--- src/verilog/bzg_cfg.svh ---
`ifndef BZG_CFG_SVH
`define BZG_CFG_SVH

// ----------------------------------------------------------------
// Sector addressing
// ----------------------------------------------------------------
`define BZG_PSN_W 24
`define BZG_UNIT_W 12
`define BZG_PSN_LIMIT 24'h03D6FF
`define BZG_CLASS_MID 24'h09DB00
`define BZG_CLASS_TOP 24'h134300
`define BZG_SECT_SHIFT 4
`define BZG_ALIGN_MASK 24'h00000F

// ----------------------------------------------------------------
// Zone lengths in units
// ----------------------------------------------------------------
`define BZG_FIRST_LOW 12'h400
`define BZG_FIRST_MID 12'h800
`define BZG_FIRST_TOP 12'hC00
`define BZG_OTHER_LOW 12'h0C0
`define BZG_OTHER_MID 12'h180
`define BZG_OTHER_TOP 12'h240

// ----------------------------------------------------------------
// Unit layout
// ----------------------------------------------------------------
`define BZG_RMR_LAST 12'h004
`define BZG_ZERO_A_LAST 12'h024
`define BZG_STOP_LAST 12'h026
`define BZG_MARK_MIN 12'h027
`define BZG_MARK_SPAN 12'h017
`define BZG_MARK_STEP 12'h00A
`define BZG_GUARD_OFS 12'h002
`define BZG_TAIL_UNITS 12'h007
`define BZG_CTL_LAST_OFS 12'h005
`define BZG_END_OFS 12'h006

`endif

--- src/verilog/bzg_pkg.sv ---
package bzg_pkg;

  // Content class of one unit (one full error-correction block)
  typedef enum logic [2:0] {
    BZG_K_RMR = 3'h0,
    BZG_K_ZERO = 3'h1,
    BZG_K_STOP = 3'h2,
    BZG_K_MARK = 3'h3,
    BZG_K_GUARD = 3'h4,
    BZG_K_LOSS = 3'h5,
    BZG_K_CTL = 3'h6
  } bzg_kind_t;

  // Zone request from the formatter
  typedef struct packed {
    logic [23:0] out_start;
    logic [23:0] next_start;
    logic first_zone;
    logic next_present;
  } bzg_cmd_t;

  // One emitted unit
  typedef struct packed {
    bzg_kind_t kind;
    logic recorded;
    logic [11:0] rel;
    logic [23:0] psn;
  } bzg_unit_t;

  // Control-data words, bytes 32..35 and 36..39
  typedef struct packed {
    logic [31:0] out_start;
    logic [31:0] next_start;
  } bzg_ctl_t;

  // Sequencer states
  typedef enum logic [3:0] {
    BZG_S_IDLE = 4'b0001,
    BZG_S_SIZE = 4'b0010,
    BZG_S_LOAD = 4'b0100,
    BZG_S_EMIT = 4'b1000
  } bzg_state_t;

endpackage

--- src/verilog/bzg_zone_gen.sv ---
`timescale 1ns/1ps
`include "bzg_cfg.svh"

module bzg_zone_gen import bzg_pkg::*; (
  input wire logic sys_clk,
  input wire logic resetn,
  input wire logic cmd_valid,
  output logic cmd_ready,
  input wire bzg_cmd_t cmd,
  output logic cmd_error,
  output logic unit_valid,
  input wire logic unit_ready,
  output bzg_unit_t unit,
  output bzg_ctl_t ctl,
  output logic [11:0] zone_len,
  output logic zone_done
);

  // ----------------------------------------------------------------
  // Declarations
  // ----------------------------------------------------------------
  bzg_state_t state;
  bzg_state_t next_state;
  bzg_cmd_t cmd_r;
  logic [11:0] loss_unit;
  logic [11:0] mark_unit;
  logic [11:0] len_c;
  logic [11:0] loss_c;
  logic [11:0] mark_c;
  logic [11:0] next_rel;
  bzg_kind_t map_kind;
  logic map_recorded;
  logic cmd_take;
  logic cmd_bad;
  logic unit_take;
  logic unit_last;

  // ----------------------------------------------------------------
  // Handshakes
  // ----------------------------------------------------------------
  assign cmd_ready = (state == BZG_S_IDLE);
  assign cmd_take = cmd_valid && cmd_ready;
  // Start sector range and block alignment check
  assign cmd_bad = (cmd.out_start <= `BZG_PSN_LIMIT) ||
                   ((cmd.out_start & `BZG_ALIGN_MASK) != 24'h000000);
  assign unit_valid = (state == BZG_S_EMIT);
  assign unit_take = unit_valid && unit_ready;
  assign unit_last = (unit.rel == zone_len - 12'h001);

  // ----------------------------------------------------------------
  // Sizing and unit content
  // ----------------------------------------------------------------
  bzg_zone_size u_size (
    .out_start(cmd_r.out_start),
    .next_start(cmd_r.next_start),
    .first_zone(cmd_r.first_zone),
    .zone_len(len_c),
    .loss_unit(loss_c),
    .mark_unit(mark_c)
  );

  // Position of the unit to be loaded next
  always_comb begin
    if (state == BZG_S_EMIT) begin
      next_rel = unit.rel + 12'h001;
    end else begin
      next_rel = 12'h000;
    end
  end

  bzg_unit_map u_map (
    .rel(next_rel),
    .mark_unit(mark_unit),
    .loss_unit(loss_unit),
    .next_present(cmd_r.next_present),
    .kind(map_kind),
    .recorded(map_recorded)
  );

  // ----------------------------------------------------------------
  // Sequencer
  // ----------------------------------------------------------------
  // Next state
  always_comb begin
    next_state = state;
    unique case (state)
      BZG_S_IDLE: begin
        if (cmd_take && !cmd_bad) begin
          next_state = BZG_S_SIZE;
        end
      end
      BZG_S_SIZE: begin
        next_state = BZG_S_LOAD;
      end
      BZG_S_LOAD: begin
        next_state = BZG_S_EMIT;
      end
      BZG_S_EMIT: begin
        if (unit_take && unit_last) begin
          next_state = BZG_S_IDLE;
        end
      end
      default: begin
        next_state = BZG_S_IDLE;
      end
    endcase
  end

  // State register
  always_ff @(posedge sys_clk or negedge resetn) begin
    if (!resetn) begin
      state <= BZG_S_IDLE;
    end else begin
      state <= next_state;
    end
  end

  // Latched request
  always_ff @(posedge sys_clk or negedge resetn) begin
    if (!resetn) begin
      cmd_r <= '0;
    end else if (cmd_take && !cmd_bad) begin
      cmd_r <= cmd;
    end
  end

  // Refusal pulse
  always_ff @(posedge sys_clk or negedge resetn) begin
    if (!resetn) begin
      cmd_error <= 1'b0;
    end else begin
      cmd_error <= cmd_take && cmd_bad;
    end
  end

  // Zone geometry, captured once per zone
  always_ff @(posedge sys_clk or negedge resetn) begin
    if (!resetn) begin
      zone_len <= 12'h000;
      loss_unit <= 12'h000;
      mark_unit <= 12'h000;
    end else if (state == BZG_S_SIZE) begin
      zone_len <= len_c;
      loss_unit <= loss_c;
      mark_unit <= mark_c;
    end
  end

  // Control-data words for the border-in copies
  always_ff @(posedge sys_clk or negedge resetn) begin
    if (!resetn) begin
      ctl <= '0;
    end else if (state == BZG_S_SIZE) begin
      ctl.out_start <= {8'h00, cmd_r.out_start};
      ctl.next_start <= {8'h00, cmd_r.next_start};
    end
  end

  // Unit descriptor, one block per position
  always_ff @(posedge sys_clk or negedge resetn) begin
    if (!resetn) begin
      unit <= '0;
    end else if (state == BZG_S_LOAD || (unit_take && !unit_last)) begin
      unit.kind <= map_kind;
      unit.recorded <= map_recorded;
      unit.rel <= next_rel;
      unit.psn <= cmd_r.out_start + {8'h00, next_rel, 4'h0};
    end
  end

  // Zone finished pulse
  always_ff @(posedge sys_clk or negedge resetn) begin
    if (!resetn) begin
      zone_done <= 1'b0;
    end else begin
      zone_done <= unit_take && unit_last;
    end
  end

  logic emit_now;
  logic [11:0] mark_d;
  assign emit_now = (state == BZG_S_EMIT);
  assign mark_d = unit.rel - mark_unit;
endmodule // bzg_zone_gen

--- src/verilog/bzg_zone_size.sv ---
`timescale 1ns/1ps
`include "bzg_cfg.svh"

// Size class, zone length, N and marker unit M
module bzg_zone_size import bzg_pkg::*; (
  input wire logic [23:0] out_start,
  input wire logic [23:0] next_start,
  input wire logic first_zone,
  output logic [11:0] zone_len,
  output logic [11:0] loss_unit,
  output logic [11:0] mark_unit
);
  logic [24:0] sum;
  logic [23:0] mid_psn;
  logic [23:0] rel_sect;
  logic [19:0] m_raw;
  logic [11:0] m_hi;

  // Zone length from class and order
  always_comb begin
    if (out_start < `BZG_CLASS_MID) begin
      zone_len = first_zone ? `BZG_FIRST_LOW : `BZG_OTHER_LOW;
    end else if (out_start < `BZG_CLASS_TOP) begin
      zone_len = first_zone ? `BZG_FIRST_MID : `BZG_OTHER_MID;
    end else begin
      zone_len = first_zone ? `BZG_FIRST_TOP : `BZG_OTHER_TOP;
    end
  end

  // Marker midpoint and its unit offset, clamped into the zone
  always_comb begin
    loss_unit = zone_len - `BZG_TAIL_UNITS;
    sum = {1'b0, out_start} + {1'b0, next_start};
    mid_psn = sum[24:1];
    rel_sect = (next_start > out_start) ? (mid_psn - out_start) : 24'h000000;
    m_raw = rel_sect[23:`BZG_SECT_SHIFT];
    m_hi = loss_unit - `BZG_MARK_SPAN;
    if (m_raw < {8'h00, `BZG_MARK_MIN}) begin
      mark_unit = `BZG_MARK_MIN;
    end else if (m_raw > {8'h00, m_hi}) begin
      mark_unit = m_hi;
    end else begin
      mark_unit = m_raw[11:0];
    end
  end
endmodule // bzg_zone_size

--- src/verilog/bzg_unit_map.sv ---
`timescale 1ns/1ps
`include "bzg_cfg.svh"

// Content of one relative unit position
module bzg_unit_map import bzg_pkg::*; (
  input wire logic [11:0] rel,
  input wire logic [11:0] mark_unit,
  input wire logic [11:0] loss_unit,
  input wire logic next_present,
  output bzg_kind_t kind,
  output logic recorded
);
  logic [11:0] d;
  bzg_kind_t guard_kind;

  always_comb begin
    d = rel - mark_unit;
    // Guard becomes linking loss once markers are written
    guard_kind = next_present ? BZG_K_LOSS : BZG_K_GUARD;
    recorded = 1'b1;
    if (rel <= `BZG_RMR_LAST) begin
      kind = BZG_K_RMR;
    end else if (rel <= `BZG_ZERO_A_LAST) begin
      kind = BZG_K_ZERO;
    end else if (rel <= `BZG_STOP_LAST) begin
      kind = BZG_K_STOP;
    end else if (rel < mark_unit) begin
      kind = BZG_K_ZERO;
    end else if (d < `BZG_MARK_SPAN) begin
      if (d == 12'h000 || d == 12'h001 || d == `BZG_MARK_STEP ||
          d == `BZG_MARK_STEP + 12'h001 || d == `BZG_MARK_STEP + `BZG_MARK_STEP ||
          d == `BZG_MARK_STEP + `BZG_MARK_STEP + 12'h001) begin
        kind = BZG_K_MARK;
        recorded = next_present;
      end else if (d == `BZG_GUARD_OFS || d == `BZG_GUARD_OFS + `BZG_MARK_STEP ||
                   d == `BZG_GUARD_OFS + `BZG_MARK_STEP + `BZG_MARK_STEP) begin
        kind = guard_kind;
      end else begin
        kind = BZG_K_ZERO;
      end
    end else if (rel < loss_unit) begin
      kind = BZG_K_ZERO;
    end else if (rel == loss_unit) begin
      kind = BZG_K_LOSS;
    end else if (rel <= loss_unit + `BZG_CTL_LAST_OFS) begin
      kind = BZG_K_CTL;
    end else begin
      kind = guard_kind;
    end
  end
endmodule // bzg_unit_map

--- config.mk ---
export PLATFORM = sky130hd
export DESIGN_NAME = bzg_zone_gen
export DESIGN_NICKNAME = d
export VERILOG_FILES = /design/src/verilog/bzg_pkg.sv /design/src/verilog/bzg_zone_gen.sv /design/src/verilog/bzg_zone_size.sv /design/src/verilog/bzg_unit_map.sv
export VERILOG_INCLUDE_DIRS = /design/src /design/src/verilog
export SDC_FILE = /design/constraint.sdc
export NUM_CORES = 1
export LEC_CHECK = 0
export BUFFER_PORTS_ARGS = -buffer_cell sky130_fd_sc_hd__buf_2
export CORE_MARGIN = 1
export CORE_UTILIZATION = 45
export DETAILED_ROUTE_END_ITERATION = 12
export MAX_ROUTING_LAYER = met4
export PLACE_DENSITY_LB_ADDON = 0.12
export REMOVE_ABC_BUFFERS = 1
export SYNTH_ARGS = -nofsm -noshare
export SYNTH_HDL_FRONTEND = slang
export SYNTH_SLANG_ARGS = --single-unit
--- constraint.sdc ---
create_clock -name sys_clk -period 5 [get_ports sys_clk]
set_input_delay 0.5 -clock sys_clk [delete_from_list [all_inputs] [get_ports sys_clk]]
set_output_delay 0.5 -clock sys_clk [all_outputs]
set_load 0.05 [all_outputs]
# Word level (Yosys, flattened, before mapping)
# Cells that the tools add are included.
# classes
n_mul	0
eq_ne	16
add_sub_neg	9
n_reduce_logical	20
magnitude_cmp	13
div	0
shift	0
bitwise_logic	0
mux	29
# op_table
operator	count
two-way mux 12 bit	7
equality test 12 x 4 -> 1 bit, second input constant	3
equality test 12 x 5 -> 1 bit, second input constant	3
two-way mux 3 bit	10
adder 24 x 24 -> 25 bit	1
adder 24 x 16 -> 24 bit	1
equality test 12 bit	2
greater-than comparator 24 bit	1
less-or-equal comparator 12 x 6 -> 1 bit, second input constant	2
less-or-equal comparator 24 x 18 -> 1 bit, second input constant	1
less-than comparator 12 bit	2
less-than comparator 24 x 20 -> 1 bit, second input constant	1
less-than comparator 24 x 21 -> 1 bit, second input constant	1
two-way mux 24 bit	1
nonzero test 24 bit	1
subtractor 24 bit	1
greater-than comparator 20 x 12 -> 1 bit	1
less-than comparator 20 x 6 -> 1 bit, second input constant	1
one-hot mux 4 bit (4 select lines)	1
adder 12 x 1 -> 12 bit, second input constant	1
adder 12 x 3 -> 12 bit, second input constant	1
equality test 12 x 1 -> 1 bit, second input constant	1
equality test 12 x 2 -> 1 bit, second input constant	1
less-or-equal comparator 12 bit	1
19 further kinds	41
# totals
romBits	0
mem_bits_rw	0
latchBits	0
register_bits	180
mem_count	0
output_inout_bits	120
input_bits	54
wordCells	103

# Logic depth before layout (Yosys ltp)
# depth
ltp_word	15
ltp_mapped	29
ltp_nobuf	28

# Hierarchy
# A second synthesis with hierarchy kept.
# hier_totals
cells_unflattened	1383
hier_area_um2	13382.8
# by_module_without_submodules
module	n_inst	area_per_inst_um2	seq_area_each_um2	cells_per_inst
bzg_zone_gen	1	8287.9	4505.6	659
bzg_zone_size	1	3467.1	0.0	496
bzg_unit_map	1	1627.8	0.0	228

# Worst setup path after synthesis
# Ideal clock, no wire load.
# synth_path
path_type	reg-to-reg
startpoint	register cmd_r[7] (netlist name)
endpoint	register mark_unit[10]
required_ns	4.867
arrival_ns	5.230
period_less_slack_ns	5.364
path_slack_ns	-0.364
n_path_buf	1
stages_incl_launch_ff	25
setup_ns	0.133
cell_sequence	dfrtp_1 > ha_1 > or4_1 > o21a_1 > a41o_1 > or3_1 > a21o_1 > a21oi_1 > xnor2_1 > ha_1 > nand3_1 > nor2_1 > a211o_1 > a21oi_1 > xor2_1 > nor2_1 > ha_1 > nand4_1 > or2_2 > o41ai_2 > o31ai_2 > nand4bb_1 > buf_4 > mux2i_1 > o22ai_1
# synth_via
elab_chain_len	6
elab_cells_between_ends	8
classes_between	2 x add/sub; 3 x order compare; 3 x mux
# synth_lines
element	line_no	rtl
start, declared	bzg_zone_gen.sv:24	bzg_cmd_t cmd_r;
start signal, assigned	bzg_zone_gen.sv:123	cmd_r <= cmd;
adder 24 x 24 -> 25 bit	bzg_zone_size.sv:33	sum = {1'b0, out_start} + {1'b0, next_start};
subtractor 24 bit	bzg_zone_size.sv:35	rel_sect = (next_start > out_start) ? (mid_psn - out_start) : 24'h000000;
two-way mux 24 bit (*)	bzg_zone_size.sv:35	
greater-than comparator 20 x 12 -> 1 bit	bzg_zone_size.sv:40	end else if (m_raw > {8'h00, m_hi}) begin
two-way mux 12 bit	bzg_zone_size.sv:40	
two-way mux 12 bit (*)	bzg_zone_size.sv:38	if (m_raw < {8'h00, `BZG_MARK_MIN}) begin
end signal, assigned	bzg_zone_gen.sv:145	mark_unit <= mark_c;
end, declared	bzg_zone_gen.sv:26	logic [11:0] mark_unit;
# Every way passes the cells marked *; elsewhere a longest branch is shown, timed or not.
# A chain may end at the register's enable or synchronous reset.

# Worst setup path after layout
# layout_path
startpoint	register cmd_r[31] (netlist name)
endpoint	register mark_unit[10]
# layout_via
elab_chain_len	8
elab_cells_between_ends	14
classes_between	4 x add/sub; 5 x order compare; 5 x mux
# layout_lines
element	line_no	rtl
less-than comparator 24 x 21 -> 1 bit (no line)	n/a	
two-way mux 12 bit	bzg_zone_size.sv:23	end else if (out_start < `BZG_CLASS_TOP) begin
two-way mux 12 bit	bzg_zone_size.sv:21	if (out_start < `BZG_CLASS_MID) begin
subtractor 12 x 3 -> 12 bit (no line)	n/a	
subtractor 12 x 5 -> 12 bit (no line)	n/a	
greater-than comparator 20 x 12 -> 1 bit	bzg_zone_size.sv:40	
two-way mux 12 bit	bzg_zone_size.sv:40	
two-way mux 12 bit (*)	bzg_zone_size.sv:38	
# Marks and branches as above.

==> impl_metrics.ini <==
[routing]
top_layer = met4
drt-met1-wl_microns = 16200
drt-initial-drc-count = 569
route.detailed.drc = 0
wl_met3_microns = 1090
wl_met2_microns = 15800
route.antenna.remaining_nets = 0
vias = 11000
routedWlPerCell_microns = 16.0
wirelength_microns = 33400
vias_per_cell = 5.27
drtPass1Iterations = 6

[synthesis]
synth-seq-area-share = 0.354
yosysWarnings = 0
synthTopCellsByArea = dfrtp_1 (35%), ha_1 (12%), nand2_1 (9.6%)
synth_area_per_cell_sq_um = 8.32
synth_top_cell_by_area = dfrtp_1
postSynthCellCount = 1434
synth_cell_types = 87
synth_top_area_frac = 0.352
synth-edff-count = 0
ys_seq_elements = 169
ys_async_sr_fraction = 1.00
ys.flop_type = dfrtp_1
syn_area_sq_um = 11900

[worst_setup_path]
reg2reg_depth = 23
crit_type = reg2reg
critPathCapture = mark_unit[10]
worstPathMaxFanout = 8
cp_data_required_time_ns = 5.31
r2r-end = mark_unit[10]
cp-end-kind = register
crit_path_start_kind = register
cp-startpoint = cmd_r[31]
arrival_ns = 5.72
reg2reg_slack_ns = -0.41
r2r_start = cmd_r[31]

[timing]
setup_viol = 12
hold_viol = 0
relSlewSlack = 0.459
fin_worst_skew_ns = 0.0196
worstMarginPinSlew_ns = 0.803
drv_slew = 0
period_share = 1.08
finalWorstSetupSlack_ns = -0.410
rsz0062_at_grt = true
worst_hold_slack_ns = 0.0554
max_freq_ghz = 0.185
period_needed_ns = 5.41

[clock_tree]
clk_pin_slew_ns = 0.08
cts.sinks = 169
htreeDepth = 4
cts_tree = built
cts_root_buffer = clkbuf_16
holdBufCountCts = 0
insertion_delay_ns = 0.45
cts.path.max_buffers = 2
cts_buffers = 17

[place]
place_ws_ns = -0.589
dp_cells = 2040
gp_congestion = 0.906
portBuffers = 151
detailed_place_hpwl_microns = 25200

[outcome]
status = complete, but fails checks
violations = negative setup slack

[global_route]
grt_overflow = 0
grt_pass1_vias = 10500
grt_pass1_wl_microns = 53600
grt_max_degree = 86
grt.total_usage = 0.260
grt_antenna_before_repair = 0

[final_layout]
area_delta_synth_final_pct = 25.9
antennaDiodeCount = 0
layout_common_cells = nand2_1 (306), buf_4 (182), dfrtp_1 (168), buf_2 (150), o21ai_0 (119)
final_common_cell = nand2_1
final_cells = 2091
nets = 1914
drive_above_1_share = 0.245
fillers = 2435

[power_and_ir_drop]
p_per_area_nw_per_um2 = 528
ir_drop_mv = 0.265
leakage_uw = 0.00779
finalPower_uw = 7940

[floorplanning]
die_w_microns = 165
num_rows = 59
die_area_sq_um = 27200
io_pins = 174
die_y_microns = 165
core_sq_um = 26100
initial_core_util = 0.458

[hold_path]
hold_class = in2async

[job]
cap_violations = 0
## state kept, by name, summed over array words and instances, names as in the netlist
name	flops
unit	40
ctl	48
zone_len	6
cmd_r	50
state	4
loss_unit	7
cmd_error	1
mark_unit	12
zone_done	1
## stage by stage
stage	instance area [sq um]	utilization	setup TNS, ns
global placement	14100	0.542	-5.33
CTS	14900	0.570	-5.93
global route	15000	0.577	-7.30
finish	15000	0.577	-4.06
floorplan	11600	-	-5.73
detailed placement	14100	0.542	-6.20
## layer usage
layer,vias to the layer above,global-route usage
met4,0,0.0596
met1,5220,0.349
met5,-,-
met2,226,0.420
li1,5547,-
met3,27,0.0286
## synthesized netlist by cell type (4+ instances only)
cell / n
nand2_1: 306
dfrtp_1: 168
o21ai_0: 120
ha_1: 114
nor2_1: 89
inv_1: 85
a21oi_1: 72
xnor2_1: 51
clkbuf_1: 32
a21o_1: 29
xor2_1: 29
nand3_1: 27
buf_4: 24
nor3_1: 24
nand4_1: 16
nand2b_1: 15
nor2b_1: 13
o211ai_1: 11
a211oi_1: 10
mux2i_1: 10
a31oi_1: 9
and3_1: 9
o22ai_1: 8
o21a_1: 7
o21bai_1: 7
or3_1: 7
a21boi_0: 6
a311oi_1: 6
and2_1: 6
inv_2: 6
nor4_1: 6
o31ai_1: 6
a2111oi_0: 5
buf_1: 5
buf_2: 5
o21ai_1: 5
o41ai_1: 5
or2_2: 5
or4_1: 5
a211o_1: 4
a221oi_1: 4
## cells by family after synthesis
group / after synthesis / share of synthesized area
buf+inv: 160 / 0.0599
xor+xnor: 80 / 0.0587
other cells: 1 / 0.000314
fa+ha+maj: 117 / 0.125
mux: 11 / 0.00933
simple gates: 546 / 0.204
flops: 169 / 0.354
compound gates: 350 / 0.189
## cell type report
cell class	instances	area (sq um)	area share
Inverter	92	345	0.0230
Clock buffer	18	439	0.0292
Sequential cell	169	4230	0.281
Timing Repair Buffer	337	2200	0.146
Tap cell	335	419	0.0279
Multi-Input combinational cell	1126	7240	0.482
Clock inverter	14	156	0.0104
## critical path, cell delays in order, from the launching register on
cell and delay, ns:
dfrtp_1 0.39, ha_2 0.19, or4_1 0.51, o21a_1 0.21
a41o_1 0.21, or3_4 0.34, buf_6 0.12, xnor2_2 0.12
ha_1 0.29, o21a_1 0.18, o2111a_1 0.26, a211o_1 0.26
a21oi_2 0.15, xor2_1 0.22, nor2_1 0.09, ha_1 0.31
nand4_1 0.11, or2_4 0.26, o41ai_4 0.26, o31ai_4 0.13
nand4bb_4 0.25, buf_12 0.16, mux2i_1 0.15, o22ai_1 0.08
## worst min-delay path by stage
stage                               to  slack (ns)  cells after the start
after floorplan              cmd_error        0.20                      0
after global placement         ctl[21]        0.45                      2
after detailed placement        ctl[9]        0.46                      2
after CTS                 loss_unit[5]        0.11                      1
after global routing      loss_unit[5]        0.15                      1
final                     loss_unit[5]        0.06                      1
## power breakdown
part	switching, uW	total, uW	internal (uW)
clock	682	1370	685
sequential	97.4	1570	1470
combinational	2590	5000	2420
## what timing repair did
item | 4_1_cts | 5_1_grt
hold endpoints to repair | 0 | 0
setup endpoints to repair | 12 | 12
setup buffers | 12 | 8
resized for setup | 11 | 21
pin swaps | 15 | 25
(Power assumes the default switching activity.)
